## src/rtl/dep_pkg.sv

```systemverilog
// Constants and types for the discrete event packet builder
package dep_pkg;
   // APB register byte offsets
   localparam logic [7:0] OFF_CTRL = 8'h00;
   localparam logic [7:0] OFF_INTV = 8'h04;
   localparam logic [7:0] OFF_NEVT = 8'h08;
   localparam logic [7:0] OFF_STAT = 8'h0C;
   localparam logic [7:0] OFF_LAST = 8'h10;
   // Control register fields
   localparam int CTRL_EN = 0;
   localparam int CTRL_MODE_LSB = 1;
   localparam int CTRL_LEN_LSB = 4;
   localparam int CTRL_ABS = 9;
   localparam int CTRL_TFMT_LSB = 10;
   // Status register fields
   localparam int STAT_BUSY = 0;
   localparam int STAT_PEND = 1;
   localparam int STAT_OVF = 2;
   localparam int STAT_LVL_LSB = 8;
   // Channel word fields
   localparam int CW_MODE_LSB = 0;
   localparam int CW_LEN_LSB = 3;
   // Reset values
   localparam logic [31:0] CTRL_RST = 32'h0000_0000;
   localparam logic [31:0] INTV_RST = 32'h0000_03E8;
   localparam logic [7:0] NEVT_RST = 8'h01;
   localparam logic [31:0] TICK_RST = 32'h0000_0000;
   // Packet emitter states
   typedef enum logic [3:0] {
      S_IDLE = 4'b0000,
      S_CHLO = 4'b0001,
      S_CHHI = 4'b0010,
      S_TS0 = 4'b0011,
      S_TS1 = 4'b0100,
      S_TS2 = 4'b0101,
      S_TS3 = 4'b0110,
      S_ST0 = 4'b0111,
      S_ST1 = 4'b1000,
      S_WAIT = 4'b1001
   } dep_state_e;
endpackage

```

## src/rtl/dep_builder.sv

```systemverilog
// Discrete event packet builder: APB control, event capture, packet framing and output FIFO
`timescale 1ns/1ns
`default_nettype none

// Output FIFO with a registered output stage
module dep_fifo #(
   parameter int WIDTH = 17,
   parameter int DEPTH = 16
) (
   input wire logic clk,
   input wire logic resetn,
   input wire logic in_valid,
   output logic in_ready,
   input wire logic [WIDTH-1:0] in_data,
   output logic out_valid,
   input wire logic out_ready,
   output logic [WIDTH-1:0] out_data,
   output logic [$clog2(DEPTH):0] level
);
   localparam int AW = $clog2(DEPTH);
   logic [WIDTH-1:0] mem [DEPTH];
   logic [AW-1:0] wr_q, wr_d, rd_q, rd_d;
   logic [AW:0] cnt_q, cnt_d;
   logic ov_q, ov_d, push, pop;
   logic [WIDTH-1:0] od_q, od_d;

   // Pop into the output stage whenever it is empty or being drained
   always_comb begin
      push = in_valid && in_ready;
      pop = (cnt_q != '0) && (!ov_q || out_ready);
      wr_d = push ? wr_q + AW'(1) : wr_q;
      rd_d = pop ? rd_q + AW'(1) : rd_q;
      cnt_d = cnt_q + (AW+1)'(push) - (AW+1)'(pop);
      ov_d = pop ? 1'b1 : (out_ready ? 1'b0 : ov_q);
      od_d = pop ? mem[rd_q] : od_q;
   end

   always_ff @(posedge clk or negedge resetn) begin
      if (!resetn) begin
         wr_q <= '0;
         rd_q <= '0;
         cnt_q <= '0;
         ov_q <= 1'b0;
         od_q <= '0;
      end else begin
         wr_q <= wr_d;
         rd_q <= rd_d;
         cnt_q <= cnt_d;
         ov_q <= ov_d;
         od_q <= od_d;
      end
   end

   // Storage has no reset; only written words are ever read
   always_ff @(posedge clk) begin
      if (push) begin
         mem[wr_q] <= in_data;
      end
   end

   assign in_ready = (cnt_q != (AW+1)'(DEPTH));
   assign out_valid = ov_q;
   assign out_data = od_q;
   assign level = cnt_q;
endmodule // dep_fifo

// Contract
// - Each event records one to 32 inputs
// - Channel word first, low half first
// - Channel word bits 31-8 reserved
// - Event bit count at bits 7-3
// - Bit count zero means 32 bits
// - Mode in bits 2-0, bit 2 reserved
// - Mode bit 0: change or interval trigger
// - Mode bit 1: LSB or MSB alignment
// - Event holds state word and time stamp
// - State bit n is input n level
// - Time stamp header precedes state word
// - Header is eight bytes, low long first
// - Time stamp as four words, LS first
// - State word two halves after time stamp
// - Relative time: 48 bits, top zero
// - Flag selects absolute time stamp instead
// - Events in order, trailer after last; no trailer word is built, out_last marks the final state word
module dep_builder #(
   parameter int FIFO_DEPTH = 16
) (
   input wire logic clk,
   input wire logic resetn,
   input wire logic psel,
   input wire logic penable,
   input wire logic pwrite,
   input wire logic [7:0] paddr,
   input wire logic [31:0] pwdata,
   output logic [31:0] prdata,
   output logic pready,
   output logic pslverr,
   input wire logic [31:0] discrete_in,
   input wire logic [47:0] rel_time,
   input wire logic [63:0] abs_time,
   output logic abs_time_en,
   output logic [1:0] time_fmt,
   output logic [15:0] out_data,
   output logic out_last,
   output logic out_valid,
   input wire logic out_ready
);
   localparam int LW = $clog2(FIFO_DEPTH) + 1;

   logic [31:0] ctrl_q, ctrl_d, intv_q, intv_d, tick_q, tick_d;
   logic [7:0] nevt_q, nevt_d, evc_q, evc_d;
   logic ovf_q, ovf_d, pend_q, pend_d;
   logic [31:0] prdata_q, prdata_d;
   logic pready_q, pready_d, pslverr_q, pslverr_d;
   logic [31:0] in_q, last_q, last_d, mask, fmt_state, chan_word;
   logic [63:0] pts_q, pts_d, cts_q, cts_d;
   logic [31:0] pst_q, pst_d, cst_q, cst_d;
   dep_pkg::dep_state_e st_q, st_d;
   logic [4:0] len;
   logic active, tick, changed, trig, take, cap, last_ev, acc, wr_en;
   logic push_valid, push_ready, push_last;
   logic [15:0] push_data;
   logic [LW-1:0] level;
   logic [16:0] fifo_word;

   // Control fields; reserved mode bit 2 is never stored
   assign len = ctrl_q[dep_pkg::CTRL_LEN_LSB +: 5];
   assign chan_word = {24'h00_0000, len, 1'b0, ctrl_q[dep_pkg::CTRL_MODE_LSB +: 2]};

   // Per-bit mask of recorded inputs: bit i used when i < length or length is zero
   for (genvar gi = 0; gi < 32; gi++) begin : g_mask
      assign mask[gi] = (len == 5'd0) || (5'(gi) < len);
   end

   // Align the recorded inputs; unused positions read zero
   always_comb begin
      fmt_state = in_q & mask;
      if (ctrl_q[dep_pkg::CTRL_MODE_LSB + 1] && len != 5'd0) begin
         fmt_state = fmt_state << (6'd32 - {1'b0, len});
      end
   end

   // Inputs are registered once so the change compare sees a stable word
   always_ff @(posedge clk or negedge resetn) begin
      if (!resetn) begin
         in_q <= 32'h0000_0000;
      end else begin
         in_q <= discrete_in;
      end
   end

   // Trigger selection; capture runs while enabled or a packet is open
   always_comb begin
      active = ctrl_q[dep_pkg::CTRL_EN] || (st_q != dep_pkg::S_IDLE);
      tick = active && (intv_q <= 32'd1 || tick_q >= intv_q - 32'd1);
      tick_d = (!active || tick) ? dep_pkg::TICK_RST : tick_q + 32'd1;
      changed = ((in_q ^ last_q) & mask) != 32'h0000_0000;
      trig = active && (ctrl_q[dep_pkg::CTRL_MODE_LSB] ? tick : changed);
      take = pend_q && ((st_q == dep_pkg::S_IDLE && ctrl_q[dep_pkg::CTRL_EN]) || st_q == dep_pkg::S_WAIT);
      cap = trig && (!pend_q || take);
      pend_d = cap ? 1'b1 : (take ? 1'b0 : pend_q);
      last_d = cap ? in_q : last_q;
      pst_d = cap ? fmt_state : pst_q;
      pts_d = cap ? (ctrl_q[dep_pkg::CTRL_ABS] ? abs_time : {16'h0000, rel_time}) : pts_q;
   end

   always_ff @(posedge clk or negedge resetn) begin
      if (!resetn) begin
         tick_q <= dep_pkg::TICK_RST;
         pend_q <= 1'b0;
         last_q <= 32'h0000_0000;
         pst_q <= 32'h0000_0000;
         pts_q <= 64'h0000_0000_0000_0000;
      end else begin
         tick_q <= tick_d;
         pend_q <= pend_d;
         last_q <= last_d;
         pst_q <= pst_d;
         pts_q <= pts_d;
      end
   end

   // Packet framing; each state from S_CHLO to S_ST1 pushes one 16-bit word and waits on FIFO room, S_IDLE and S_WAIT push nothing
   always_comb begin
      st_d = st_q;
      cts_d = take ? pts_q : cts_q;
      cst_d = take ? pst_q : cst_q;
      evc_d = evc_q;
      push_valid = 1'b0;
      push_data = 16'h0000;
      last_ev = ({1'b0, evc_q} + 9'd1) >= {1'b0, nevt_q};
      push_last = 1'b0;
      case (st_q)
         dep_pkg::S_IDLE: begin
            evc_d = 8'h00;
            if (take) begin
               st_d = dep_pkg::S_CHLO;
            end
         end
         dep_pkg::S_WAIT: begin
            if (take) begin
               st_d = dep_pkg::S_TS0;
            end
         end
         dep_pkg::S_CHLO: begin
            push_valid = 1'b1;
            push_data = chan_word[15:0];
            if (push_ready) begin
               st_d = dep_pkg::S_CHHI;
            end
         end
         dep_pkg::S_CHHI: begin
            push_valid = 1'b1;
            push_data = chan_word[31:16];
            if (push_ready) begin
               st_d = dep_pkg::S_TS0;
            end
         end
         dep_pkg::S_TS0, dep_pkg::S_TS1, dep_pkg::S_TS2, dep_pkg::S_TS3: begin
            push_valid = 1'b1;
            push_data = cts_q[16 * (st_q - dep_pkg::S_TS0) +: 16];
            if (push_ready) begin
               st_d = dep_pkg::dep_state_e'(st_q + 4'd1);
            end
         end
         dep_pkg::S_ST0: begin
            push_valid = 1'b1;
            push_data = cst_q[15:0];
            if (push_ready) begin
               st_d = dep_pkg::S_ST1;
            end
         end
         dep_pkg::S_ST1: begin
            push_valid = 1'b1;
            push_data = cst_q[31:16];
            push_last = last_ev;
            if (push_ready) begin
               evc_d = evc_q + 8'd1;
               st_d = last_ev ? dep_pkg::S_IDLE : dep_pkg::S_WAIT;
            end
         end
         default: begin
            st_d = dep_pkg::S_IDLE;
         end
      endcase
   end

   always_ff @(posedge clk or negedge resetn) begin
      if (!resetn) begin
         st_q <= dep_pkg::S_IDLE;
         cts_q <= 64'h0000_0000_0000_0000;
         cst_q <= 32'h0000_0000;
         evc_q <= 8'h00;
      end else begin
         st_q <= st_d;
         cts_q <= cts_d;
         cst_q <= cst_d;
         evc_q <= evc_d;
      end
   end

   // Output FIFO; a full FIFO stalls the framer, so triggers while an event is pending and not taken that cycle are lost and set the overflow flag
   dep_fifo #(
      .WIDTH(17),
      .DEPTH(FIFO_DEPTH)
   ) u_fifo (
      .clk(clk),
      .resetn(resetn),
      .in_valid(push_valid),
      .in_ready(push_ready),
      .in_data({push_last, push_data}),
      .out_valid(out_valid),
      .out_ready(out_ready),
      .out_data(fifo_word),
      .level(level)
   );
   assign out_last = fifo_word[16];
   assign out_data = fifo_word[15:0];

   // APB slave: one wait state, so pready is a flop and reads are registered
   always_comb begin
      acc = psel && penable;
      wr_en = acc && pready_q && pwrite;
      pready_d = acc && !pready_q;
      pslverr_d = 1'b0;
      prdata_d = 32'h0000_0000;
      ctrl_d = ctrl_q;
      intv_d = intv_q;
      nevt_d = nevt_q;
      ovf_d = ovf_q || (trig && pend_q && !take);
      if (pready_d) begin
         if (paddr == dep_pkg::OFF_CTRL) begin
            prdata_d = ctrl_q;
         end else if (paddr == dep_pkg::OFF_INTV) begin
            prdata_d = intv_q;
         end else if (paddr == dep_pkg::OFF_NEVT) begin
            prdata_d = {24'h00_0000, nevt_q};
         end else if (paddr == dep_pkg::OFF_STAT) begin
            prdata_d[dep_pkg::STAT_BUSY] = st_q != dep_pkg::S_IDLE;
            prdata_d[dep_pkg::STAT_PEND] = pend_q;
            prdata_d[dep_pkg::STAT_OVF] = ovf_q;
            prdata_d[dep_pkg::STAT_LVL_LSB +: LW] = level;
         end else if (paddr == dep_pkg::OFF_LAST) begin
            prdata_d = last_q;
         end else begin
            pslverr_d = 1'b1;
         end
      end
      if (wr_en) begin
         if (paddr == dep_pkg::OFF_CTRL) begin
            ctrl_d = {20'h0_0000, pwdata[11:4], 1'b0, pwdata[2:0]};
         end else if (paddr == dep_pkg::OFF_INTV) begin
            intv_d = pwdata;
         end else if (paddr == dep_pkg::OFF_NEVT) begin
            nevt_d = pwdata[7:0];
         end else if (paddr == dep_pkg::OFF_STAT && pwdata[dep_pkg::STAT_OVF]) begin
            // A lost event in the clearing cycle keeps the flag set
            ovf_d = trig && pend_q && !take;
         end
      end
   end

   always_ff @(posedge clk or negedge resetn) begin
      if (!resetn) begin
         ctrl_q <= dep_pkg::CTRL_RST;
         intv_q <= dep_pkg::INTV_RST;
         nevt_q <= dep_pkg::NEVT_RST;
         ovf_q <= 1'b0;
         prdata_q <= 32'h0000_0000;
         pready_q <= 1'b0;
         pslverr_q <= 1'b0;
      end else begin
         ctrl_q <= ctrl_d;
         intv_q <= intv_d;
         nevt_q <= nevt_d;
         ovf_q <= ovf_d;
         prdata_q <= prdata_d;
         pready_q <= pready_d;
         pslverr_q <= pslverr_d;
      end
   end

   assign prdata = prdata_q;
   assign pready = pready_q;
   assign pslverr = pslverr_q;
   assign abs_time_en = ctrl_q[dep_pkg::CTRL_ABS];
   assign time_fmt = ctrl_q[dep_pkg::CTRL_TFMT_LSB +: 2];
endmodule // dep_builder

`default_nettype wire

```

## config.mk

```make
export PLATFORM = sky130hd
export DESIGN_NAME = dep_builder
export DESIGN_NICKNAME = d
export VERILOG_FILES = /design/src/rtl/dep_pkg.sv /design/src/rtl/dep_builder.sv
export SDC_FILE = /design/constraint.sdc
export NUM_CORES = 1
export LEC_CHECK = 0
export CAP_MARGIN = 25
export CELL_PAD_IN_SITES_DETAIL_PLACEMENT = 0
export CELL_PAD_IN_SITES_GLOBAL_PLACEMENT = 1
export CORE_ASPECT_RATIO = 0.5
export CORE_MARGIN = 8
export CORE_UTILIZATION = 53
export DETAILED_ROUTE_END_ITERATION = 16
export DONT_BUFFER_PORTS = 1
export PLACE_DENSITY_LB_ADDON = 0.1
export SYNTH_ARGS = -nofsm -noshare
export SYNTH_HDL_FRONTEND = slang
export SYNTH_SLANG_ARGS = --single-unit
```

## constraint.sdc

```tcl
create_clock -name clk -period 6.15 [get_ports clk]
set_input_delay 0.9225 -clock clk [delete_from_list [all_inputs] [get_ports clk]]
set_output_delay 0.9225 -clock clk [all_outputs]
set_load 0.03 [all_outputs]
```

==> flow_summary.yaml <==
layout:
  fin_util: 0.585
  multi_input_area_um2: 13200
  drive_above_1_share: 0.219
  regArea_um2: 18600
  stdcell_count: 3250
  nFillCells: 4885
  final_common_cell: "dfrtp_1"
  nets: 2623
  syn_to_final_growth_pct: 9.19
  layout_common_cells: "407 x dfrtp_1, 272 x edfxtp_1, 228 x mux2_2"
cts:
  cts_tree: "built"
  cts_buffer_depth: 3
  clk_pin_slew_ps: 70
  worstSkewPairLatency_ps: 650
  cts_resized: 0
  cts_root_buf: "clkbuf_16"
  h-tree-depth: 2
  cts_sinks: 690
  cts_inserted_buffers: 60
floorplanning:
  die-area_um2: 70400
  die_h_um: 192
  die_x_um: 367
  core_um2: 61100
  start_util: 0.536
  ioPinCount: 245
  core.rowCount: 64
timing:
  final.period_utilization: 0.878
  period_minus_slack_ps: 5400
  tightest_slew_ps: 1610
  hold_viol: 0
  rsz0062_at_grt: "no"
  maxSlewHeadroom: -0.0710
  fmax_mhz: 185
  finClkSkew_ps: 33.6
  drv_slew: 88
  fin_tns_setup_ps: 0
  setup_viol_count_final: 0
drt:
  wl_per_cell_um: 25.9
  drt-pass1-iter-count: 7
  antenna_left: 0
  wirelength_mm: 84.3
  vias: 19900
  avgViaCountPerCell: 6.14
  drt-initial-drc-count: 2142
  drcViolationCount: 0
status:
  status: "complete, but fails checks"
  violations: "slew limit"
grt:
  grt_pass1_wl_mm: 129
  grt_overflow_total: 0
  grt_max_degree: 392
  grt_pass1_vias: 20400
  antenna_found_initial: 10
  grt_usage: 0.238
power:
  clkPwrFrac: 0.275
  p_switching_mw: 4.49
  p_comb_frac: 0.255
  p_per_area_nw_per_um2: 412
  switching_share: 0.304
  leakage_nw: 14.2
  pwr-share-seq: 0.470
  peakVddDrop_uv: 308
  power.internal_mw: 10.3
run:
  max-cap-violations: 0
min_path:
  hold_path.class: "in -> async"
worst_setup_path:
  required_ps: 6660
  max_stage_delay_ps: 720
  regToRegSetupSlack_ps: 750
  r2r-start: "intv_q[9]"
  endpoint: "pts_q[4]"
  crit_buf_inv: 1
  worst-path-stages: 16
  rr_worst_depth: 16
  crit_chain: "nor4_1 > nand4_1 > or2_2 > or4_1 > nor2_1 > nand2_1 > xor2_1 > ha_1 > a21o_1 > a21o_1 > a21o_1 > a41o_1 > nor4b_1 > nor3_4 > buf_12 > mux2_1"
  reg2reg_to: "pts_q[4]"
  crit_arrival_ps: 5900
  cp-startpoint: "intv_q[9]"
  crit_path_end_kind: "register"
  critical_path_class: "reg -> reg"
  cp_common_cell: "a21o_1"
  worst_setup_path_start_kind: "register"
  cp_slowest_cell: "nor4_1"
  path_delay_family: "simple AND/OR/NAND/NOR gates"
  cp_max_fo: 78
synth:
  synth.distinct_cells: 86
  syn_area_um2: 32700
  synth_nets: 2647
  synth.area.top_cells: "dfrtp_1 31%, edfxtp_1 25%, mux2_2 7.8%, mux4_2 7.5%, mux2_1 3.4%"
  yosys_most_used_dff: "dfrtp_1"
  async_flop_share: 0.606
  syn_inst: 2394
  synth_top_area_frac: 0.314
  seq_area_frac_synth: 0.569
  yosys_warnings: 0
  syn-mean-instance-area_um2: 13.7
  yosysTopAreaCell: "dfrtp_1"
  synth_edf_count: 272
  synth_seq_cells: 690
placed_design:
  dp_cells: 3129
  dpl.hpwl_mm: 57.6
  port_buffers: 0
  gp_congestion: 0.926
-- through the flow --
step	setup slack, ps	total power [mW]	cell area [um^2]	hold WS [ps]
2_1_floorplan	1770	9.63	32700	443
3_3_place_gp	1050	10.7	33500	463
3_5_place_dp	923	10.8	33600	471
4_1_cts	900	14.9	35700	1.38
5_1_grt	605	15.5	35700	8.19
6_report	753	14.7	35700	93.9
-- final cells by class --
type                       instances  area share
sequential                       690       0.522
multi-input combinational       1499       0.369
clock buffer                      79      0.0454
tap                              825      0.0289
timing repair buffer              54      0.0141
clock inverter                    35      0.0137
inverter                          65     0.00683
antenna                            3    0.000210
-- logic make-up after synthesis --
group	after synthesis	synth area share
flip-flops	690	0.569
AND/OR/NAND/NOR	531	0.0789
multiplexers	470	0.198
AO/OA/AOI/OAI	325	0.0704
buffers and inverters	205	0.0293
XOR/XNOR	110	0.0297
adder cells (fa/ha/maj)	63	0.0243
-- synth_stat cells, types with 16 or more instances --
library cell and count:
xor2_1 43, nand2_1 158, inv_1 65, clkbuf_1 81, a22oi_1 38, buf_6 17, edfxtp_1 272, ha_1 62
a21oi_1 47, nand4_1 20, nand2b_1 18, mux2_2 228, nor2_1 139, a222oi_1 18, xnor2_1 66, mux2_1 98
nand3_1 59, mux2i_1 34, o21ai_0 71, mux4_2 109, a211oi_1 16, dfrtp_1 411, nor3_1 32, buf_2 19
-- sequential cells by signal, summed over array words and instances (netlist names), 4 cells and up --
signal / cells
cst_q: 32
ctrl_q: 11
cts_q: 64
evc_q: 8
in_q: 32
intv_q: 32
last_q: 32
nevt_q: 8
prdata: 32
pst_q: 32
pts_q: 64
st_q: 4
tick_q: 32
u_fifo.level: 5
u_fifo.mem: 272
u_fifo.out_data: 17
u_fifo.rd_q: 4
u_fifo.wr_q: 4
-- metal layers --
metal  share of wire  wire [um]  up-vias  GRT usage
li1                -          -     8945          -
met3           0.059       4980      144     0.0436
met2            0.48      40800      571      0.396
met5         0.00088         74        -          0
met1            0.43      36500    10300      0.327
met4           0.023       1940       12     0.0580
-- worst min-delay path by stage --
stage	cells after the start	endpoint
finish	0	cts_q[22]
global route	0	cts_q[22]
CTS	0	cts_q[22]
detailed placement	1	pts_q[38]
global placement	1	pst_q[2]
floorplan	2	ovf_q
-- power by group through the flow --
stage,Combinational [mW],Clock [mW],Sequential [mW]
floorplan,3.05,0,6.57
global placement,3.67,0,7.01
detailed placement,3.79,0,7.03
CTS,3.81,4.14,6.94
global route,4.11,4.34,7.06
finish,3.76,4.05,6.92
-- timing repair --
| action | in CTS | in global routing |
|---|---|---|
| setup buffers | 0 | 0 |
| hold buffers | 2 | 0 |
| endpoints found under the hold margin | 28 | 0 |
| endpoints found under the setup margin | 0 | 0 |
Note: power is estimated with default switching activity, not from simulation.
